--- src/core/sp_pkg.sv ---
// Shared constants and types of the three-mode serial port.
// Assumes a single 20 MHz system clock; every slower rate is an enable pulse.
package sp_pkg;

	// Register byte offsets on the AXI4-Lite slave.
	localparam int unsigned SP_ADDR_W = 4;
	localparam logic [3:0] SP_OFS_BUFFER = 4'h0;
	localparam logic [3:0] SP_OFS_CONTROL = 4'h4;
	localparam logic [3:0] SP_OFS_POWER = 4'h8;

	// Field positions inside the serial control register.
	localparam int unsigned SP_CTRL_MODE_LSB = 0;
	localparam int unsigned SP_CTRL_SPEED = 2;
	localparam int unsigned SP_CTRL_RX_EN = 3;
	localparam int unsigned SP_CTRL_TX_NINTH = 4;
	localparam int unsigned SP_CTRL_RX_NINTH = 5;
	localparam int unsigned SP_CTRL_TX_DONE = 6;
	localparam int unsigned SP_CTRL_RX_DONE = 7;
	localparam int unsigned SP_POWER_DOUBLE = 0;

	// Reset values.
	localparam logic [7:0] SP_CTRL_RESET = 8'h00;
	localparam logic [7:0] SP_POWER_RESET = 8'h00;
	localparam logic [7:0] SP_BUFFER_RESET = 8'h00;

	// Synchronous mode timing in clocks: period, data lead before fall, low time.
	localparam logic [3:0] SP_M0_PERIOD_SLOW = 4'hc;
	localparam logic [3:0] SP_M0_LEAD_SLOW = 4'h3;
	localparam logic [3:0] SP_M0_LOW_SLOW = 4'h6;
	localparam logic [3:0] SP_M0_PERIOD_FAST = 4'h4;
	localparam logic [3:0] SP_M0_LEAD_FAST = 4'h1;
	localparam logic [3:0] SP_M0_LOW_FAST = 4'h2;
	localparam logic [3:0] SP_M0_BITS = 4'h8;

	// Oversampling tick spacing in clocks for the fixed-rate eleven-bit mode.
	localparam logic [2:0] SP_M2_DIV_SLOW = 3'h4;
	localparam logic [2:0] SP_M2_DIV_FAST = 3'h2;

	// Divide-by-16 counter states and the three sampling states.
	localparam logic [3:0] SP_DIV16_LAST = 4'hf;
	localparam logic [3:0] SP_SAMPLE_A = 4'h7;
	localparam logic [3:0] SP_SAMPLE_B = 4'h8;
	localparam logic [3:0] SP_SAMPLE_C = 4'h9;

	// Frame lengths in bits, start and stop included.
	localparam logic [3:0] SP_FRAME_TEN = 4'ha;
	localparam logic [3:0] SP_FRAME_ELEVEN = 4'hb;

	typedef enum logic [1:0] {
		SP_MODE_SYNC = 2'h0,
		SP_MODE_ASYNC_TEN = 2'h1,
		SP_MODE_ASYNC_ELEVEN = 2'h2,
		SP_MODE_SPARE = 2'h3
	} sp_mode_t;

	typedef enum logic [1:0] {
		SP_ST_IDLE = 2'b00,
		SP_ST_SYNC_TX = 2'b01,
		SP_ST_SYNC_RX = 2'b11,
		SP_ST_ASYNC_TX = 2'b10
	} sp_tx_state_t;

	typedef enum logic {
		SP_RX_HUNT = 1'b0,
		SP_RX_FRAME = 1'b1
	} sp_rx_state_t;

	// Two-of-three majority vote.
	function automatic logic sp_majority(input logic a, input logic b, input logic c);
		sp_majority = (a & b) | (a & c) | (b & c);
	endfunction

endpackage

--- src/core/sp_serial_port.sv ---
// Three-mode serial port with an AXI4-Lite register slave.
// Assumes one 20 MHz clock, a one-cycle timer overflow pulse, and that the
// testbench resolves the two-way data line from rxd_oe.
//
// Contract
// - Buffer writes transmit, buffer reads return received byte.
// - Sync mode: data on rxd, clock on txd.
// - Sync rate osc/12 or osc/4 by speed bit.
// - Fast sync: data 1 clock early, low 2.
// - Slow sync: data 3 clocks early, low 6.
// - Sync transmit-done set after last bit ends.
// - Sync receive starts on enable and flag clear.
// - Sync receive-done after last rise; blocks further reception.
// - Ten-bit frame; stop bit stored as ninth.
// - Ten-bit rate is timer overflow /16 or /32.
// - Async bits follow divide-by-16 rollovers.
// - Ten-bit transmit-done at tenth rollover.
// - Hunt falling edge at 16x; reset counter.
// - Bits decided by majority of three samples.
// - Non-zero start bit aborts reception.
// - Load only if flag clear and multiproc allows.
// - Resume hunting after stop bit middle.
// - Eleven-bit frame with programmable ninth bit.
// - Eleven-bit rate osc/32 or osc/64.
// - Eleven-bit transmit-done at eleventh rollover.
// - No async reception while receive disabled; a frame already started when it is cleared still completes and loads.
module sp_serial_port
	import sp_pkg::*;
(
	input wire logic aclk,
	input wire logic aresetn,
	input wire logic [SP_ADDR_W-1:0] awaddr,
	input wire logic awvalid,
	output logic awready,
	input wire logic [31:0] wdata,
	input wire logic [3:0] wstrb,
	input wire logic wvalid,
	output logic wready,
	output logic [1:0] bresp,
	output logic bvalid,
	input wire logic bready,
	input wire logic [SP_ADDR_W-1:0] araddr,
	input wire logic arvalid,
	output logic arready,
	output logic [31:0] rdata,
	output logic [1:0] rresp,
	output logic rvalid,
	input wire logic rready,
	input wire logic timer1_overflow,
	input wire logic rxd_in,
	output logic rxd_out,
	output logic rxd_oe,
	output logic txd
);

	localparam logic [1:0] RESP_OKAY = 2'b00;
	localparam logic [1:0] RESP_SLVERR = 2'b10;

	// Software visible state.
	sp_mode_t mode_reg;
	logic speed_or_multiproc_bit_reg;
	logic receive_enable_reg;
	logic transmit_ninth_bit_reg;
	logic received_ninth_bit_reg;
	logic transmit_done_flag_reg;
	logic receive_done_flag_reg;
	logic double_rate_bit_reg;
	logic [7:0] serial_buffer_reg;

	// Bus slave state.
	logic aw_held_reg;
	logic w_held_reg;
	logic [SP_ADDR_W-1:0] awaddr_reg;
	logic [7:0] wbyte_reg;
	logic wlane_reg;

	// Engine state.
	sp_tx_state_t state_reg;
	logic [10:0] shift_reg;
	logic [3:0] phase_reg;
	logic [3:0] count_reg;
	logic [3:0] div16_reg;
	logic [2:0] m2_div_reg;
	logic ovf_half_reg;

	// Receiver outputs.
	logic rx_done;
	logic [7:0] rx_data;
	logic rx_ninth;
	logic rx_stop;

	// Write decode: a write fires once address and data are both held.
	wire logic do_write = aw_held_reg && w_held_reg && !bvalid;
	wire logic wr_hit_buffer = awaddr_reg == SP_OFS_BUFFER;
	wire logic wr_hit_control = awaddr_reg == SP_OFS_CONTROL;
	wire logic wr_hit_power = awaddr_reg == SP_OFS_POWER;
	wire logic wr_mapped = wr_hit_buffer || wr_hit_control || wr_hit_power;
	wire logic wr_buffer = do_write && wr_hit_buffer && wlane_reg;
	wire logic wr_control = do_write && wr_hit_control && wlane_reg;
	wire logic wr_power = do_write && wr_hit_power && wlane_reg;

	// Read decode; the buffer read path sees only the receive side.
	wire logic rd_take = arvalid && arready;
	wire logic [7:0] ctrl_view = {receive_done_flag_reg, transmit_done_flag_reg,
		received_ninth_bit_reg, transmit_ninth_bit_reg, receive_enable_reg,
		speed_or_multiproc_bit_reg, mode_reg};
	wire logic rd_hit_buffer = araddr == SP_OFS_BUFFER;
	wire logic rd_hit_control = araddr == SP_OFS_CONTROL;
	wire logic rd_hit_power = araddr == SP_OFS_POWER;
	wire logic rd_mapped = rd_hit_buffer || rd_hit_control || rd_hit_power;
	wire logic [7:0] rd_byte = rd_hit_buffer ? serial_buffer_reg :
		rd_hit_control ? ctrl_view :
		rd_hit_power ? {7'h00, double_rate_bit_reg} : 8'h00;

	// Handshake outputs: one write and one read in flight at most.
	assign awready = !aw_held_reg;
	assign wready = !w_held_reg;
	assign arready = !rvalid;

	// Mode decode.
	wire logic is_sync = mode_reg == SP_MODE_SYNC;
	wire logic is_ten = mode_reg == SP_MODE_ASYNC_TEN;
	wire logic is_eleven = mode_reg == SP_MODE_ASYNC_ELEVEN;

	// Synchronous shift clock shape; the speed bit picks the fast or slow form.
	wire logic [3:0] m0_period = speed_or_multiproc_bit_reg ? SP_M0_PERIOD_FAST :
		SP_M0_PERIOD_SLOW;
	wire logic [3:0] m0_fall = speed_or_multiproc_bit_reg ? SP_M0_LEAD_FAST :
		SP_M0_LEAD_SLOW;
	wire logic [3:0] m0_rise = speed_or_multiproc_bit_reg ?
		SP_M0_LEAD_FAST + SP_M0_LOW_FAST : SP_M0_LEAD_SLOW + SP_M0_LOW_SLOW;
	wire logic m0_active = (state_reg == SP_ST_SYNC_TX) || (state_reg == SP_ST_SYNC_RX);
	wire logic m0_period_end = m0_active && (phase_reg == m0_period - 4'h1);
	wire logic m0_rise_now = m0_active && (phase_reg == m0_rise);
	wire logic m0_last_bit = count_reg == SP_M0_BITS - 4'h1;

	// Oversampling tick: the timer overflow halved unless double rate is set
	// in the ten-bit mode, a plain clock divider in the eleven-bit mode.
	wire logic [2:0] m2_div = double_rate_bit_reg ? SP_M2_DIV_FAST : SP_M2_DIV_SLOW;
	wire logic m2_tick = m2_div_reg == m2_div - 3'h1;
	wire logic t1_tick = timer1_overflow && (double_rate_bit_reg || ovf_half_reg);
	wire logic tick16 = (is_ten && t1_tick) || (is_eleven && m2_tick);
	wire logic rollover = tick16 && (div16_reg == SP_DIV16_LAST);

	// Transmit start and its frame; unsupported mode value keeps the port idle.
	wire logic idle = state_reg == SP_ST_IDLE;
	wire logic tx_start = wr_buffer && idle && (mode_reg != SP_MODE_SPARE);
	wire logic [3:0] frame_len = is_eleven ? SP_FRAME_ELEVEN : SP_FRAME_TEN;
	wire logic ninth_out = is_eleven ? transmit_ninth_bit_reg : 1'b1;
	wire logic async_last = count_reg == frame_len - 4'h1;
	wire logic m0_rx_start = is_sync && idle && !wr_buffer && receive_enable_reg &&
		!receive_done_flag_reg;

	// Flag events from the engines.
	wire logic ti_set = (state_reg == SP_ST_SYNC_TX && m0_period_end && m0_last_bit) ||
		(state_reg == SP_ST_ASYNC_TX && rollover && async_last);
	wire logic m0_rx_done = state_reg == SP_ST_SYNC_RX && m0_rise_now && m0_last_bit;
	wire logic rx_accept = rx_done && !receive_done_flag_reg &&
		(!speed_or_multiproc_bit_reg || rx_stop);
	wire logic ri_set = m0_rx_done || rx_accept;

	// Asynchronous receiver, only live in the two asynchronous modes.
	sp_async_rx u_rx (
		.aclk(aclk),
		.aresetn(aresetn),
		.tick16(tick16),
		.enable(receive_enable_reg && (is_ten || is_eleven)),
		.eleven_bit(is_eleven),
		.rxd(rxd_in),
		.frame_done(rx_done),
		.frame_data(rx_data),
		.frame_ninth(rx_ninth),
		.frame_stop(rx_stop)
	);

	// Write channel capture; address and data may arrive in either order.
	always_ff @(posedge aclk) begin
		if (!aresetn) begin
			aw_held_reg <= 1'b0;
			w_held_reg <= 1'b0;
			awaddr_reg <= '0;
			wbyte_reg <= 8'h00;
			wlane_reg <= 1'b0;
		end else begin
			if (awvalid && awready) begin
				aw_held_reg <= 1'b1;
				awaddr_reg <= awaddr;
			end else if (do_write) begin
				aw_held_reg <= 1'b0;
			end
			if (wvalid && wready) begin
				w_held_reg <= 1'b1;
				wbyte_reg <= wdata[7:0];
				wlane_reg <= wstrb[0];
			end else if (do_write) begin
				w_held_reg <= 1'b0;
			end
		end
	end

	// Responses; an unmapped address answers SLVERR and reads as zero.
	always_ff @(posedge aclk) begin
		if (!aresetn) begin
			bvalid <= 1'b0;
			bresp <= RESP_OKAY;
			rvalid <= 1'b0;
			rresp <= RESP_OKAY;
			rdata <= 32'h0000_0000;
		end else begin
			if (do_write) begin
				bvalid <= 1'b1;
				bresp <= wr_mapped ? RESP_OKAY : RESP_SLVERR;
			end else if (bready) begin
				bvalid <= 1'b0;
			end
			if (rd_take) begin
				rvalid <= 1'b1;
				rresp <= rd_mapped ? RESP_OKAY : RESP_SLVERR;
				rdata <= {24'h00_0000, rd_byte};
			end else if (rready) begin
				rvalid <= 1'b0;
			end
		end
	end

	// Control fields. Flags: a hardware set in the same cycle as a software
	// write wins, so no completion is ever lost to a racing clear.
	always_ff @(posedge aclk) begin
		if (!aresetn) begin
			mode_reg <= sp_mode_t'(SP_CTRL_RESET[SP_CTRL_MODE_LSB +: 2]);
			speed_or_multiproc_bit_reg <= SP_CTRL_RESET[SP_CTRL_SPEED];
			receive_enable_reg <= SP_CTRL_RESET[SP_CTRL_RX_EN];
			transmit_ninth_bit_reg <= SP_CTRL_RESET[SP_CTRL_TX_NINTH];
			transmit_done_flag_reg <= SP_CTRL_RESET[SP_CTRL_TX_DONE];
			receive_done_flag_reg <= SP_CTRL_RESET[SP_CTRL_RX_DONE];
			double_rate_bit_reg <= SP_POWER_RESET[SP_POWER_DOUBLE];
		end else begin
			if (wr_control) begin
				mode_reg <= sp_mode_t'(wbyte_reg[SP_CTRL_MODE_LSB +: 2]);
				speed_or_multiproc_bit_reg <= wbyte_reg[SP_CTRL_SPEED];
				receive_enable_reg <= wbyte_reg[SP_CTRL_RX_EN];
				transmit_ninth_bit_reg <= wbyte_reg[SP_CTRL_TX_NINTH];
			end
			if (ti_set)
				transmit_done_flag_reg <= 1'b1;
			else if (wr_control)
				transmit_done_flag_reg <= wbyte_reg[SP_CTRL_TX_DONE];
			if (ri_set)
				receive_done_flag_reg <= 1'b1;
			else if (wr_control)
				receive_done_flag_reg <= wbyte_reg[SP_CTRL_RX_DONE];
			if (wr_power)
				double_rate_bit_reg <= wbyte_reg[SP_POWER_DOUBLE];
		end
	end

	// Receive buffer and received ninth bit are loaded only by completed frames.
	always_ff @(posedge aclk) begin
		if (!aresetn) begin
			serial_buffer_reg <= SP_BUFFER_RESET;
			received_ninth_bit_reg <= SP_CTRL_RESET[SP_CTRL_RX_NINTH];
		end else if (m0_rx_done) begin
			serial_buffer_reg <= {rxd_in, shift_reg[7:1]};
		end else if (rx_accept) begin
			serial_buffer_reg <= rx_data;
			received_ninth_bit_reg <= is_eleven ? rx_ninth : rx_stop;
		end
	end

	// Rate dividers. The divide-by-16 counter free-runs so transmit timing is
	// tied to it rather than to the buffer write.
	always_ff @(posedge aclk) begin
		if (!aresetn) begin
			m2_div_reg <= 3'h0;
			ovf_half_reg <= 1'b0;
			div16_reg <= 4'h0;
		end else begin
			m2_div_reg <= m2_tick ? 3'h0 : m2_div_reg + 3'h1;
			if (timer1_overflow)
				ovf_half_reg <= !ovf_half_reg;
			if (tick16)
				div16_reg <= div16_reg + 4'h1;
		end
	end

	// Transmit and synchronous engine state.
	always_ff @(posedge aclk) begin
		if (!aresetn) begin
			state_reg <= SP_ST_IDLE;
			phase_reg <= 4'h0;
			count_reg <= 4'h0;
		end else begin
			case (state_reg)
				SP_ST_IDLE: begin
					phase_reg <= 4'h0;
					count_reg <= 4'h0;
					if (tx_start)
						state_reg <= is_sync ? SP_ST_SYNC_TX : SP_ST_ASYNC_TX;
					else if (m0_rx_start)
						state_reg <= SP_ST_SYNC_RX;
				end
				SP_ST_SYNC_TX, SP_ST_SYNC_RX: begin
					phase_reg <= m0_period_end ? 4'h0 : phase_reg + 4'h1;
					if (m0_period_end)
						count_reg <= count_reg + 4'h1;
					if (ti_set || m0_rx_done)
						state_reg <= SP_ST_IDLE; // Eight bits per frame.
				end
				SP_ST_ASYNC_TX: begin
					if (rollover) begin
						count_reg <= count_reg + 4'h1;
						if (async_last)
							state_reg <= SP_ST_IDLE;
					end
				end
				default: state_reg <= SP_ST_IDLE;
			endcase
		end
	end

	// Shift register: loaded on start, shifted out per bit, or filled from the
	// line in synchronous receive. Idle fill is ones so the line rests high.
	always_ff @(posedge aclk) begin
		if (!aresetn) begin
			shift_reg <= 11'h7ff;
		end else if (tx_start) begin
			shift_reg <= is_sync ? {3'h7, wbyte_reg} :
				{1'b1, ninth_out, wbyte_reg, 1'b0};
		end else if (state_reg == SP_ST_SYNC_TX && m0_period_end) begin
			shift_reg <= {1'b1, shift_reg[10:1]}; // Least significant first.
		end else if (state_reg == SP_ST_SYNC_RX && m0_rise_now) begin
			shift_reg <= {3'h7, rxd_in, shift_reg[7:1]}; // Sample on rise.
		end else if (state_reg == SP_ST_ASYNC_TX && rollover) begin
			shift_reg <= {1'b1, shift_reg[10:1]};
		end
	end

	// Pin drivers. In sync mode txd carries the shift clock; in async modes a
	// bit changes only on a rollover, which is what keeps bit cells equal.
	always_ff @(posedge aclk) begin
		if (!aresetn) begin
			txd <= 1'b1;
			rxd_out <= 1'b1;
			rxd_oe <= 1'b0;
		end else begin
			if (m0_active && phase_reg == m0_fall && !(ti_set || m0_rx_done))
				txd <= 1'b0;
			else if (m0_active && phase_reg == m0_rise)
				txd <= 1'b1;
			else if (state_reg == SP_ST_ASYNC_TX && rollover)
				txd <= shift_reg[0];
			else if (!m0_active && state_reg != SP_ST_ASYNC_TX)
				txd <= 1'b1;
			if (state_reg == SP_ST_SYNC_TX) begin // Last bit outlives its rise by one clock fast, three clocks slow.
				rxd_oe <= 1'b1;
				if (phase_reg == 4'h0)
					rxd_out <= shift_reg[0]; // Data leads the falling edge.
			end else begin
				rxd_oe <= 1'b0;
				rxd_out <= 1'b1;
			end
		end
	end

endmodule

--- src/core/sp_async_rx.sv ---
// Asynchronous receiver with 16x oversampling and majority voting.
// Assumes tick16 is a one-cycle pulse at sixteen times the bit rate.
module sp_async_rx
	import sp_pkg::*;
(
	input wire logic aclk,
	input wire logic aresetn,
	input wire logic tick16,
	input wire logic enable,
	input wire logic eleven_bit,
	input wire logic rxd,
	output logic frame_done,
	output logic [7:0] frame_data,
	output logic frame_ninth,
	output logic frame_stop
);

	sp_rx_state_t state_reg;
	logic [3:0] cnt_reg;
	logic [3:0] bit_idx_reg;
	logic line_reg;
	logic samp_a_reg;
	logic samp_b_reg;

	// Decision point, the voted bit and the index of the stop bit.
	wire logic decide = (state_reg == SP_RX_FRAME) && (cnt_reg == SP_SAMPLE_C);
	wire logic bit_val = sp_majority(samp_a_reg, samp_b_reg, rxd);
	wire logic [3:0] stop_idx = eleven_bit ? SP_FRAME_ELEVEN - 4'h1 : SP_FRAME_TEN - 4'h1;
	wire logic falling = line_reg && !rxd;

	// All but the clearing of the one-clock frame_done pulse advances on the oversampling tick only.
	always_ff @(posedge aclk) begin
		if (!aresetn) begin
			state_reg <= SP_RX_HUNT;
			cnt_reg <= 4'h0;
			bit_idx_reg <= 4'h0;
			line_reg <= 1'b1;
			samp_a_reg <= 1'b1;
			samp_b_reg <= 1'b1;
			frame_done <= 1'b0;
			frame_data <= 8'h00;
			frame_ninth <= 1'b0;
			frame_stop <= 1'b0;
		end else begin
			frame_done <= 1'b0;
			if (tick16) begin
				line_reg <= rxd;
				cnt_reg <= cnt_reg + 4'h1;
				if (state_reg == SP_RX_HUNT) begin
					if (enable && falling) begin
						state_reg <= SP_RX_FRAME;
						cnt_reg <= 4'h0; // Realign bit slices to the edge.
						bit_idx_reg <= 4'h0;
					end
				end else begin
					if (cnt_reg == SP_SAMPLE_A)
						samp_a_reg <= rxd;
					if (cnt_reg == SP_SAMPLE_B)
						samp_b_reg <= rxd;
					if (decide) begin
						bit_idx_reg <= bit_idx_reg + 4'h1;
						if (bit_idx_reg == 4'h0 && bit_val) begin
							state_reg <= SP_RX_HUNT; // False start, hunt again.
						end else if (bit_idx_reg == stop_idx) begin
							frame_stop <= bit_val;
							frame_done <= 1'b1;
							state_reg <= SP_RX_HUNT; // Back to hunting mid stop bit.
						end else if (bit_idx_reg <= SP_M0_BITS) begin
							frame_data <= {bit_val, frame_data[7:1]};
						end else begin
							frame_ninth <= bit_val;
						end
					end
				end
			end
		end
	end

endmodule

--- config.mk ---
export PLATFORM = sky130hd
export DESIGN_NAME = sp_serial_port
export DESIGN_NICKNAME = d
export VERILOG_FILES = /design/src/core/sp_pkg.sv /design/src/core/sp_serial_port.sv /design/src/core/sp_async_rx.sv
export SDC_FILE = /design/constraint.sdc
export NUM_CORES = 1
export LEC_CHECK = 0
export CORE_MARGIN = 1.5
export CORE_UTILIZATION = 25
export CTS_BUF_LIST = sky130_fd_sc_hd__clkbuf_8
export DETAILED_ROUTE_END_ITERATION = 7
export DONT_BUFFER_PORTS = 1
export PLACE_DENSITY_LB_ADDON = 0.15
export SETUP_SLACK_MARGIN = 0.4
export SLEW_MARGIN = 10
export SYNTH_ARGS = -nofsm -noshare
export SYNTH_HDL_FRONTEND = slang
export SYNTH_SLANG_ARGS = --single-unit
--- constraint.sdc ---
create_clock -name aclk -period 3.1 [get_ports aclk]
set_input_delay 0.465 -clock aclk [delete_from_list [all_inputs] [get_ports aclk]]
set_output_delay 0.465 -clock aclk [all_outputs]
set_load 0.05 [all_outputs]
* After elaboration in Yosys (flattened, before gate mapping) *
Cells that the tools add are included.
W data, S select, Z words.

storage, ports and cells
  bits in registers = 101
  bits in latches = 0
  memory bits (writable) = 0
  bits in read-only memories = 0
  bits of input ports = 53
  logic and storage cells = 241
  memories kept = 0

operators by class
  add/subtract/negate cells = 9
  $mul = 0
  divide/modulo/power cells = 0
  magnitude comparators = 1
  equal/unequal tests = 28
  shift-type cells = 0
  multiplexer cells = 59
  bitwise logic cells = 13
  reduce and logical (&&, ||, !) cells = 92

operators with widths
  kind                   count
  $mux W11               4
  $mux W4                10
  $logic_and A1 B1 Y1    39
  $mux W8                4
  $mux W1                26
  $add A4 B1 Y4 const B  5
  $eq A4 B4 Y1 const B   5
  $mux W2                10
  $reduce_bool A2 Y1     9
  $eq A4 B3 Y1 const B   4
  $eq A4 B4 Y1           4
  $logic_not A4 Y1       4
  $ne A2 B2 Y1 const B   7
  $logic_or A1 B1 Y1     12
  $pmux W4 S3            1
  $reduce_and A6 Y1      2
  $logic_not A1 Y1       11
  $mux W10               1
  $reduce_and A3 Y1      3
  $not A1 Y1             8
  $pmux W4 S2            1
  $reduce_bool A4 Y1     2
  $sub A4 B1 Y4 const B  2
  $eq A2 B2 Y1 const B   3
  17 further kinds       25

* Longest topological paths before layout *
Gate-level depths: netlist (run 1).

  depth in word-level cells = 13
  mapped depth = 8
  depth with buffers taken out = 7

* Modules after synthesis *
From an unflattened synthesis (run 1), not the netlist that was laid out.

unflattened totals
  cell total of the unflattened synthesis = 565
  area total of the unflattened synthesis = 5052.3 sq um

modules (own cells, without submodules)
  module          instances  cells each  area an instance (sq um)
  sp_serial_port  1          445         3935.0
  sp_async_rx     1          120         1117.3

* Least setup slack after synthesis (run 1) *
No wires, ideal clock.

  kind = reg2reg
  start point = register rvalid
  end point = register rdata[4]
  setup time = 128 ps
  data arrival time = 1824 ps
  path slack = 1149 ps
  cell stages (with the launch flop) = 7
  path buffers = 1
  period minus slack after synthesis = 1951 ps
  cell sequence = dfxtp_1 -> inv_1 -> nand2_1 -> clkbuf_1 -> nor3_1 -> a21oi_1 -> nor2_1

on the way
  cells in the longest elaborated chain, start to end = 2

RTL lines
  element                 line                   text
  from (decl)             sp_serial_port.sv:47   output logic rvalid,
  from (signal assigned)  sp_serial_port.sv:206  rvalid <= 1'b0;
  from (signal assigned)  sp_serial_port.sv:217  rvalid <= 1'b1;
  from (signal assigned)  sp_serial_port.sv:221  rvalid <= 1'b0;
  $logic_not A1 Y1        sp_serial_port.sv:118  assign arready = !rvalid;
  via arready             sp_serial_port.sv:44   output logic arready,
  $logic_and A1 B1 Y1     sp_serial_port.sv:103  wire logic rd_take = arvalid && arready;
  to (signal assigned)    sp_serial_port.sv:219  rdata <= {24'h00_0000, rd_byte};
  to (decl)               sp_serial_port.sv:45   output logic [31:0] rdata,

The timed path passes the listed nets, and every way through them passes these cells.
A chain may end at the register's enable or synchronous reset.

* Worst setup path after layout (run 1) *
  start point = register mode_reg[0]
  end point = register shift_reg[8]

on the way
  cells in the longest elaborated chain, start to end = 6
  elaborated cells on any way between the ends = 13

RTL lines
  element                                              line                                          text
  from (decl)                                          sp_serial_port.sv:60                          sp_mode_t mode_reg;
  from (signal assigned)                               sp_serial_port.sv:230                         mode_reg <= sp_mode_t'(SP_CTRL_RESET[SP_CTRL_MODE_LSB +: 2]);
  from (signal assigned)                               sp_serial_port.sv:239                         mode_reg <= sp_mode_t'(wbyte_reg[SP_CTRL_MODE_LSB +: 2]);
  $eq A2 B1 Y1 / $eq A2 B2 Y1 (equally long branches)  sp_serial_port.sv:122, sp_serial_port.sv:123
  $logic_and A1 B1 Y1                                  sp_serial_port.sv:142                         wire logic tick16 = (is_ten && t1_tick) || (is_eleven && m2_tick);
  $logic_or A1 B1 Y1                                   sp_serial_port.sv:142
  $logic_and A1 B1 Y1                                  sp_serial_port.sv:143                         wire logic rollover = tick16 && (div16_reg == SP_DIV16_LAST);
  $logic_and A1 B1 Y1                                  sp_serial_port.sv:333                         end else if (state_reg == SP_ST_ASYNC_TX && rollover) begin
  $reduce_bool A4 Y1 (no source line)                  --
  to (signal assigned)                                 sp_serial_port.sv:330                         shift_reg <= {1'b1, shift_reg[10:1]};
  to (signal assigned)                                 sp_serial_port.sv:332                         shift_reg <= {3'h7, rxd_in, shift_reg[7:1]};
  to (signal assigned)                                 sp_serial_port.sv:334                         shift_reg <= {1'b1, shift_reg[10:1]};
  to (decl)                                            sp_serial_port.sv:79                          logic [10:0] shift_reg;

Several ways; a longest one is shown, not always the timed one.

==> results of run 1 <==
worst paths after layout:
kind	slack [ns]	from	endpoint	cells after the start
setup / recovery	0.86	mode_reg[0]	shift_reg[8]	6
hold / removal	0.17	rready	rvalid	1
setup reg to reg	0.86	mode_reg[0]	shift_reg[8]	6
hold reg to reg	0.48	m2_div_reg[0]	m2_div_reg[0]	1
critical path, delay by kind of cell (launching register included):
kind                     cells  cell delay, ns
AO/OA/AOI/OAI                2            0.30
adder cells (fa/ha/maj)      1            0.27
flip-flops                   1            0.37
AND/OR/NAND/NOR              3            1.16
power by group through the flow:
stage	Sequential, µW	Clock, µW	Combinational, µW
final	1320	753	167
after detailed placement	1350	0	167
after CTS	1320	798	168
after global placement	1350	0	167
after global routing	1320	845	182
after floorplan	1340	0	186
routing by layer:
layer / routed length (µm) / share of wire
met5: 0 / 0
met2: 5510 / 0.47
met4: 40 / 0.0034
met1: 5620 / 0.48
met3: 636 / 0.054
synthesized netlist by cell type (6+ instances only):
cell type                  count  share of area
sky130_fd_sc_hd__ha_1         14          0.036
sky130_fd_sc_hd__nor2_1       57          0.044
sky130_fd_sc_hd__or3_1         6         0.0078
sky130_fd_sc_hd__nand2b_1      9          0.012
sky130_fd_sc_hd__buf_2         7         0.0073
sky130_fd_sc_hd__nor2b_1       6         0.0078
sky130_fd_sc_hd__mux2i_1      47          0.097
sky130_fd_sc_hd__o211ai_1     11          0.017
sky130_fd_sc_hd__a211oi_1      9          0.014
sky130_fd_sc_hd__clkbuf_1     13          0.010
sky130_fd_sc_hd__mux2_2        7          0.016
sky130_fd_sc_hd__nand3b_1      8          0.012
sky130_fd_sc_hd__dfxtp_1      98           0.41
sky130_fd_sc_hd__a21oi_1      37          0.038
sky130_fd_sc_hd__inv_1        15          0.012
sky130_fd_sc_hd__xnor2_1       6          0.011
sky130_fd_sc_hd__nor3_1       14          0.015
sky130_fd_sc_hd__nand2_1      58          0.045
sky130_fd_sc_hd__o21ai_0      13          0.013
sky130_fd_sc_hd__buf_4        26          0.040
sky130_fd_sc_hd__nand3_1      19          0.020
through the flow:
step           worst slack (ns)  cells
2_1_floorplan              1.15    577
3_3_place_gp              0.908    789
3_5_place_dp              0.874    789
4_1_cts                   0.859    805
5_1_grt                   0.708    805
6_report                  0.862    805
layout make-up:
type / instances / area share
well taps: 260 / 0.0633
multi-input cells: 412 / 0.506
inverters: 16 / 0.0117
repair buffers: 3 / 0.00438
clock buffers: 9 / 0.0241
flip-flops and latches: 98 / 0.382
clock inverters: 7 / 0.00876
cell families (layout without fill, tap and decap cells):
family	after synthesis	in the layout	synth area share
and+or+nand+nor	211	211	0.221
DFF	98	98	0.406
AOI/OAI and AO/OA	95	95	0.126
buffers and inverters	67	35	0.0741
muxes	54	54	0.114
adders and majority gates	15	15	0.0384
xor gates and xnor gates	11	11	0.0200
other	1	26	0.000777
==> summary by stage, run 1 <==
Status
The flow ran to the end, and the final reports show no timing, DRC or antenna violations.

STA
Of the available clock period, the critical path in the final layout requires 0.722. Static timing analysis puts the maximum clock frequency at ~450 MHz. The final-report setup violation count is 0.

The final hold violation count is 0. The final-layout setup total negative slack is 0 ns. The number of max-slew violations in the final report is 0. The worst path needs roughly 2.2 ns of the cycle, external delays included. The pin slew with the least headroom to its limit is around 0.87 ns. The tightest hold margin is about 0.17 ns. Across the routed clock network, the largest skew measured is ~0.021 ns. Setup repair after global routing left no endpoint under its margin. Measured against its own limit, the worst slew margin works out to 0.417.

GRT
The number of antenna violations at the first check in global routing is 0. For met3 alone, demand over resource in global routing was 0.0353. The via count of the first global-routing pass is ~3500.

Entering global routing, the biggest net connects 43 pins. For this run, global-route usage on met1 was measured as 0.158. Across every metal layer, demand over resource in global routing totals 0.120.

The most used routing layer is met2. The first global-routing pass estimated 18900 µm of wire. The met2 demand-to-capacity share in global routing is 0.191. Global routing finished with a remaining overflow of 0.

Yosys
The count of synthesis-stage warnings from yosys is 0. The synthesized netlist occupies a cell area of ~0.0048 mm². Synthesis handed over a netlist of 552 instances. Of the synthesized area, sequential elements account for 0.406.

The average instance area after synthesis is between 8 and 9 µm². The number of enable-type register cells in the synthesized netlist is 0. In the synthesized netlist the dominant register cell turns out to be sky130_fd_sc_hd__dfxtp_1.

The share of synthesized registers carrying an async set or reset is 0. The number of distinct standard cells referenced by the synthesized netlist is 61. The flop and latch count out of synthesis is between 90 and 100.

Finish
Leaving out fill and tap cells, the most frequent cell in the layout is sky130_fd_sc_hd__dfxtp_1. The area of all placed cells without fillers is just over 0.005 mm². 0 antenna diodes ended up in the layout. The area growth from synthesis to layout is 6.48%. The share of post-route cells with drive strength above 1 is 0.0697.

The net count reported at finish is between 600 and 700. The register with the most flip-flops in the layout has 10 of them. The final core area utilization is 0.273. In the final layout, the multi-input gates occupy 0.00260 mm². In the layout the commonest cells are sky130_fd_sc_hd__dfxtp_1 (98), sky130_fd_sc_hd__nand2_1 (58), sky130_fd_sc_hd__nor2_1 (57), sky130_fd_sc_hd__mux2i_1 (47), sky130_fd_sc_hd__a21oi_1 (37). Across the whole layout, storage elements account for around 0.0020 mm². The number of filler instances in the final layout is about 2000.

Setup path
For the worst setup path, the data arrival time is 2.49 ns. The startpoint-to-endpoint class of the critical path is register to register. The sort of element at the end of the critical path is a register. Data on the critical path is required at its endpoint by 3.35 ns. On the critical path, the stage with the largest delay is an instance of sky130_fd_sc_hd__and3_1. The signal on the critical path passes through ha_1 -> nor3_1 -> and3_1 -> nor2_1 -> a31oi_1 -> o21ai_1. The longest individual stage delay on the worst path is ~0.56 ns. The sort of element at the start of the critical path is a register. Along the worst path, the maximum fanout reaches 10.

Route
The final layout contains routed wiring with a total length of 11800 µm. The remaining antenna violation count after routing is 0. After detailed routing, the number of remaining DRC violations is 0. Summing over every cut layer, the via total after detailed routing is 3690. The average detailed-routed wire length per instance is around 15 µm.

The per-cell via count in the routed design is approximately 4.6. The first detailed-routing pass ran for 4 iterations. For this block, the initial DRC count from the detailed router was between 150 and 200.

Power and ir drop
The leakage power summed over all cells is between 0.0015 and 0.002 µW. The internal power of the cells totals between 1500 and 2000 µW. Power spread over the standard cell area amounts to 435 mW/mm². The total power is ~2200 µW. The share of total power dissipated in sequential elements is 0.589. The share of total power in the clock network is 0.337. Across the VDD grid, the largest voltage drop is between 0.15 and 0.2 mV. The portion of total power attributed to combinational logic is 0.075. The switching share of power is 0.283.

For this design the total switching power over the nets is about 630 µW.

Clock network
Buffers added to address setup during post-CTS repair amount to 0. TritonCTS built the clock tree. The number of buffers created by CTS is 9. The clock tree synthesis step divided the H-tree into 3 levels. The cell sitting at the root of the clock tree is a sky130_fd_sc_hd__clkbuf_8. Clock-pin slew was measured on the worst setup and hold paths at about 0.10 ns.

The later pin in the worst-skew pair is clocked with a latency of roughly 0.38 ns. The quantity of hold-fixing buffers added after cts is 0. Clock tree synthesis found a total of approximately 100 sinks. The number of gates resized after CTS was 0. The deepest clock path buffer count is 2.

Placement
The number of buffers inserted by port buffering is 0. The final weighted congestion in routability-driven placement is 0.786. Summing all placed instances gives a cell area of between 0.004 and 0.005 mm². Once detailed placement completed, the half-perimeter wirelength came to ~8600 µm.

Die
The area of the placeable core is between 0.015 and 0.02 mm². Measured along the y axis, the die boundary spans approximately 140 µm. From left edge to right edge, the die measures roughly 140 µm. The initial core utilization is 0.256. During I/O placement, the number of pins put on the boundary was just under 100. In this run the core area contains 50 standard-cell rows. The area of the die is between 0.02 and 0.025 mm².

Min path
The path type of the worst min-delay path is input pin to register.

Job
Max-cap violations in this run came to 0.
Power figures use the tool's default switching activity.
==> inputs of run 2 (changes only) <==
Clock period 3.1 ns to 2.2 ns, I/O delays scaled along.
==> summary by stage, run 2 (synthesis results as in run 1) <==
Setup path
The startpoint-to-endpoint class of the critical path is register to register. STA classifies the critical path endpoint as a register. The sort of element at the start of the critical path is a register. The critical register-to-register path startpoint is mode_reg[0]. The longest individual stage delay on the worst path came to 0.37 ns (-0.19 ns).

The number of cells on the worst reg-to-reg path is 9 (+3). Traced cell by cell, the critical path runs through buf_6 -> ha_4 -> o211ai_1 -> o21ai_4 -> buf_6 -> a31o_4 -> buf_4 -> nor4_1 -> nor2_1. The cell seen most often among critical-path stages is sky130_fd_sc_hd__buf_6. For this design, the slowest cell found on the critical path is sky130_fd_sc_hd__dfxtp_4. The highest fanout seen on the critical path came to 5 (-5). The register-to-register path setup slack is 0.28 ns (-0.58 ns).

The required time at the endpoint of the critical path was 2.48 ns (-0.87 ns). The data arrival at the endpoint of the critical path was 2.19 ns (-0.30 ns). The worst register-to-register path ends at shift_reg[7].

Route
The routed wire length is 12200 µm (+3.5%). The number of remaining DRC errors is 0 (unchanged). The routed length on met3 is 558 µm (-12%). The per-cell via count in the routed design is 4.59 (+0.10%). The detailed router's first-iteration violation count came to 188 (+18%). The met2 wire length is 5780 µm (+5.0%). The routed via count was 3859 (+4.6%). The top layer used by detailed routing is met4. The count of TritonRoute iterations in the first routing pass is 5 (+1).

The average detailed-routed wire length per instance was 14.5 µm (-0.93%). The remaining antenna violation count after routing is 0 (unchanged). The sum of routed wire segments on met1 was 5760 µm (+2.6%).

Finish
The final core area utilization is 0.307 (+0.0337). The commonest non-fill, non-tap cell in the layout is sky130_fd_sc_hd__dfxtp_1. The area of all placed cells without fillers came to 0.00577 mm² (+12%). The net count reported at finish is 643 (+5.9%). The layout-stage area growth over the synthesis result is 19.6%. The post-route non-filler standard cell count is 841 (+4.5%). The number of flip-flops under the largest register name is 10 (unchanged).

The share of post-route cells with drive strength above 1 is 0.201 (+0.132). The top cell types in the final layout, fill and taps aside, are sky130_fd_sc_hd__dfxtp_1 (87), sky130_fd_sc_hd__nor2_1 (57), sky130_fd_sc_hd__nand2_1 (55), sky130_fd_sc_hd__mux2i_1 (47), sky130_fd_sc_hd__a21oi_1 (34). The number of antenna cells inserted is 0 (unchanged).

STA
The final-report setup violation count is 0 (unchanged). The final hold violation count is 0 (unchanged). The share of the clock period used by the worst path is 0.871 (+0.149).

The worst clock skew came to 0.0102 ns (-0.0107 ns). The number of max-slew violations in the final report came to 0 (unchanged). The final-layout setup total negative slack was 0 ns (unchanged).

The shortest clock period the worst path allows after layout is 1.92 ns (-0.322 ns). The worst-case setup margin in the final layout is 0.284 ns (-0.578 ns). The max-slew headroom at the worst pin is 0.616 (+0.199). The highest clock frequency the design can meet was 522 MHz (+17%). The pin slew with the least headroom to its limit was 0.575 ns (-0.295 ns). Setup repair after global routing could not meet its margin everywhere.

Placement
The worst-case setup slack after placement is 0.177 ns (-0.697 ns). The number of buffers inserted by port buffering is 0 (unchanged). The cell count after placement is 805 (+2.0%). The area of placed instances is 0.00511 mm² (+2.8%). The final weighted congestion in routability-driven placement is 0.711 (-9.6%). The post-detailed-placement half-perimeter wirelength was 8730 µm (+1.3%).

Clock network
The H-tree depth came to 3 (unchanged). The register clock-pin slew on the reported worst setup and hold paths came to 0.09 ns (about the same). The number of sinks driven by the clock tree is 98 (unchanged). The deepest clock path buffer count was 2 (unchanged).

The buffer type at the clock tree root is sky130_fd_sc_hd__clkbuf_8. The clock latency on the worst-skew pair was 0.39 ns (about the same). The TritonCTS clock tree is yes.

The number of buffers created by CTS was 9 (unchanged).

Power and ir drop
The fraction of power consumed by sequential logic is 0.543 (-0.046). The cell-internal power is 2510 µW (+57%). The leakage power summed over all cells is 0.00221 µW (+14%). The areal power density over the cells is 591 mW/mm² (+36%).

The switching power is 902 µW (+43%). The maximum VDD drop is 0.216 mV (+31%). The switching share of power was 0.264 (-0.0188). The share of total power in the clock network is 0.384 (+0.047).

The portion of total power attributed to combinational logic is 0.073 (-0.002).

Min path
In this run the most critical hold path is launched from aresetn. The path type of the worst min-delay path is input pin to register. The terminating pin of the worst hold path is u_rx.line_reg. The count of cells along the worst hold path is 1 (unchanged).

Die
The I/O pin count is 97 (unchanged). The overall die width is 142 µm (unchanged). The initial core utilization was 0.256 (unchanged). The area of the placeable core came to 0.0188 mm² (unchanged). The area of the die is 0.0202 mm² (unchanged). The total number of placement rows is 50 (unchanged). The die boundary height is 142 µm (unchanged).

GRT
The overflow left after global routing is 0 (unchanged). The first-pass GRT wire length is 19200 µm (+1.5%). The total routing usage reported by global routing came to 0.123 (+0.00300). The pin count of the biggest net entering global routing was 28 (-35%). The via count of the first global-routing pass was 3620 (+2.5%). The number of antenna violations at the first check in global routing came to 0 (unchanged).

Job
The number of maximum-capacitance constraint violations is 0 (unchanged).

Status
The flow ran to the end, and the final reports show no timing, DRC or antenna violations.
run 2: cell count changes in the layout (fill, tap and decap cells not counted), sizes merged:
cell	delta
inv	-1
clkbuf	+4
buf	+35
clkinvlp	-3
clkinv	-1
bufinv	+1
dlygate4sd3	+1
run 2: worst max-delay path by stage:
stage	start	slack, ns	to
CTS	mode_reg[0]	0.32	shift_reg[4]
detailed placement	mode_reg[0]	0.18	u_rx.frame_data[1]
finish	mode_reg[0]	0.28	shift_reg[7]
floorplan	mode_reg[0]	0.43	u_rx.frame_ninth
global route	mode_reg[0]	0.21	shift_reg[7]
global placement	mode_reg[0]	0.20	u_rx.frame_data[1]
run 2: through the flow:
step | total power [µW] | hold WS (ns)
6_report | 3410 | 0.0393
5_1_grt | 3580 | 0.0118
4_1_cts | 3470 | 0.0137
3_5_place_dp | 2140 | 0.430
3_3_place_gp | 2140 | 0.424
2_1_floorplan | 2150 | 0.422
run 2: critical path: cells and delay by family (launching register included):
family          cells  cell delay [ns]
buf+inv             3             0.42
flops               1             0.37
fa+ha+maj           1             0.14
simple gates        2             0.28
compound gates      3             0.59
run 2: layer usage:
| metal | up-vias | GRT usage |
|---|---|---|
| li1 | 1925 | - |
| met3 | 9 | 0.0407 |
| met5 | - | 0 |
| met1 | 1846 | 0.159 |
| met4 | 0 | 0.0260 |
| met2 | 79 | 0.200 |
run 2: layout make-up:
cell class / instances / area [µm²]
inverters: 16 / 62.6
well taps: 260 / 325
flip-flops and latches: 98 / 1990
fillers: 1987 / 13100
clock buffers: 13 / 179
clock inverters: 3 / 43.8
multi-input cells: 412 / 2840
repair buffers: 39 / 342
run 2: timing repair:
action / CTS / global route
setup endpoints to repair: 39 / 50
pin swaps: 7 / 20
hold endpoints to repair: 1 / 0
hold buffers: 1 / 0
setup buffers: 7 / 12
resized for setup: 23 / 46
run 2: power groups by stage:
stage / clock network [µW] / registers, µW / logic (µW)
floorplan: 0 / 1880 / 262
global placement: 0 / 1900 / 240
detailed placement: 0 / 1900 / 243
CTS: 1370 / 1850 / 248
global route: 1440 / 1860 / 272
finish: 1310 / 1850 / 250
==> inputs of run 3 (changes only) <==
Settings changed: REMOVE_ABC_BUFFERS set to 1.
==> summary by stage, run 3 (synthesis results as in run 1) <==
GRT
The first-pass GRT wire length was 19600 µm (+1.8%). The number of antenna violations at the first check in global routing is 0 (unchanged). The total routing usage reported by global routing was 0.125 (+0.00221). The overflow left after global routing is 0 (unchanged). The via count of the first global-routing pass is 3555 (-1.8%).

The pin count of the biggest net entering global routing is 36 (+29%).

Min path
The count of cells along the worst hold path is 1 (unchanged). The worst hold path begins at rready. The min-delay analysis places its worst path in the category input pin to register. The terminating pin of the worst hold path is rvalid.

Placement
The number of buffers inserted by port buffering is 0 (unchanged). The final weighted congestion in routability-driven placement came to 0.767 (+7.9%). The cell count after placement came to 805 (unchanged). The post-detailed-placement half-perimeter wirelength is 8830 µm (+1.1%).

Route
The remaining antenna violation count after routing is 0 (unchanged). The detailed router's first-iteration violation count is 171 (-9.0%). The routed wire length is 12500 µm (+2.1%).

The routed via count came to 3855 (-0.10%). The count of TritonRoute iterations in the first routing pass is 4 (-1). The number of remaining DRC errors came to 0 (unchanged). The average detailed-routed wire length per instance was 14.9 µm (+2.4%). The per-cell via count in the routed design is 4.60 (+0.25%).

STA
The final-report setup violation count is 0 (unchanged). Setup repair after global routing could not meet its margin everywhere. The max-slew headroom at the worst pin is 0.609 (-0.00677).

The share of the clock period used by the worst path was 0.826 (-0.0450). The number of max-slew violations in the final report is 0 (unchanged). The final-layout setup total negative slack is 0 ns (unchanged).

The pin slew with the least headroom to its limit is 0.585 ns (+0.00973 ns). The worst clock skew was 0.0111 ns (+0.000915 ns). The final hold violation count was 0 (unchanged). The highest clock frequency the design can meet came to 550 MHz (+5.4%). The shortest clock period the worst path allows after layout is 1.82 ns (-0.0989 ns).

Clock network
The clock latency on the worst-skew pair is 0.38 ns (about the same). The number of sinks driven by the clock tree came to 98 (unchanged). The deepest clock path buffer count came to 2 (unchanged). TritonCTS built the clock tree.

The tree is rooted in a sky130_fd_sc_hd__clkbuf_8. The quantity of hold-fixing buffers added after cts came to 0 (-1). The register clock-pin slew on the reported worst setup and hold paths came to 0.10 ns (about the same). The number of buffers created by CTS is 9 (unchanged). The H-tree depth came to 3 (unchanged).

Setup path
The data arrival at the endpoint of the critical path was 2.10 ns (-0.09 ns). The number of cells on the worst reg-to-reg path is 8 (-1). The required time at the endpoint of the critical path is 2.48 ns (about the same). The sort of element at the end of the critical path is a register. The startpoint-to-endpoint class of the critical path is register to register. The worst register-to-register path ends at u_rx.frame_data[1]. The critical register-to-register path startpoint is mode_reg[1]. The register-to-register path setup slack is 0.38 ns (+0.10 ns). The highest fanout seen on the critical path is 8 (+3). The sort of element at the start of the critical path is a register.

Die
The die boundary height was 142 µm (unchanged). The overall die width is 142 µm (unchanged). The total number of placement rows is 50 (unchanged). The area of the die was 0.0202 mm² (unchanged). The I/O pin count came to 97 (unchanged). The area of the placeable core is 0.0188 mm² (unchanged). The initial core utilization is 0.256 (unchanged).

Finish
The number of filler instances in the final layout is 2012 (+1.3%). The post-route non-filler standard cell count came to 838 (-0.36%). The net count reported at finish is 640 (-0.47%). The final core area utilization is 0.298 (-0.00850). Leaving out fill and tap cells, the most frequent cell in the layout is sky130_fd_sc_hd__dfxtp_1.

In the layout the commonest cells are sky130_fd_sc_hd__dfxtp_1 (91), sky130_fd_sc_hd__nand2_1 (56), sky130_fd_sc_hd__nor2_1 (55), sky130_fd_sc_hd__mux2i_1 (47), sky130_fd_sc_hd__a21oi_1 (35). The footprint of the flip-flops and latches was 0.00198 mm² (-0.50%). The layout-stage area growth over the synthesis result is 16.3%. The combined area of the multi-input logic cells came to 0.00276 mm² (-2.7%). The number of antenna cells inserted is 0 (unchanged). The share of post-route cells with drive strength above 1 came to 0.173 (-0.0284). The number of flip-flops under the largest register name is 10 (unchanged).

Power and ir drop
The leakage power summed over all cells is 0.00217 µW (-1.9%). The areal power density over the cells is 576 mW/mm² (-2.5%). The maximum VDD drop is 0.261 mV (+21%).

Status
The run finished with clean final reports.

Job
The number of maximum-capacitance constraint violations is 0 (unchanged).
## run 3: worst max-delay path by stage
| stage | endpoint | start | slack (ns) | depth (start not counted) |
|---|---|---|---|---|
| 3_3_place_gp | shift_reg[4] | mode_reg[1] | 0.12 | 8 |
| 3_5_place_dp | shift_reg[4] | mode_reg[1] | 0.11 | 8 |
| 4_1_cts | count_reg[1] | mode_reg[0] | 0.33 | 7 |
| 5_1_grt | count_reg[1] | mode_reg[0] | 0.32 | 7 |
| 2_1_floorplan | u_rx.frame_data[0] | mode_reg[0] | 0.22 | 7 |
| 6_report | u_rx.frame_data[1] | mode_reg[1] | 0.38 | 8 |
## run 3: routing by layer
metal	vias to the layer above	share of wire	GRT usage
met2	89	0.43	0.188
met4	0	0.012	0.0358
li1	1932	-	-
met5	-	0	0
met3	11	0.048	0.0303
met1	1823	0.50	0.177
## run 3: critical path: stages, from the launching register on
cell	delay (ns)
sky130_fd_sc_hd__dfxtp_4	0.39
sky130_fd_sc_hd__ha_4	0.17
sky130_fd_sc_hd__buf_6	0.13
sky130_fd_sc_hd__or3b_4	0.38
sky130_fd_sc_hd__a21oi_4	0.18
sky130_fd_sc_hd__a21oi_2	0.06
sky130_fd_sc_hd__and3_4	0.16
sky130_fd_sc_hd__buf_12	0.14
sky130_fd_sc_hd__mux2i_1	0.11
## run 3: report_power, final
part	internal (µW)	leakage [µW]	switching, µW
Clock	468	0.0000942	661
Combinational	59.1	0.00127	202
Sequential	1800	0.000798	45.6
## run 3: layout make-up
cell class              count  share of cell area
well taps                 260              0.0579
clock inverters             5             0.00557
inverters                  16              0.0107
repair buffers             36              0.0553
clock buffers              11              0.0270
flip-flops and latches     98               0.352
multi-input cells         412               0.492
## run 3: metrics by stage
| step | instance area (µm²) | hold WS (ns) | total power [µW] | setup slack (ns) |
|---|---|---|---|---|
| final | 5610 | 0.0370 | 3240 | 0.383 |
| after floorplan | 4620 | 0.410 | 2090 | 0.216 |
| after global routing | 5610 | 0.00551 | 3400 | 0.321 |
| after global placement | 5120 | 0.426 | 2140 | 0.121 |
| after detailed placement | 5120 | 0.436 | 2150 | 0.108 |
| after CTS | 5410 | 0.0138 | 3290 | 0.335 |
## run 3: what timing repair did
action	4_1_cts	5_1_grt
cloned	0	0
buffers inserted	4	13
setup endpoints to repair	41	50
pin swaps	13	14
gates resized for setup	21	28
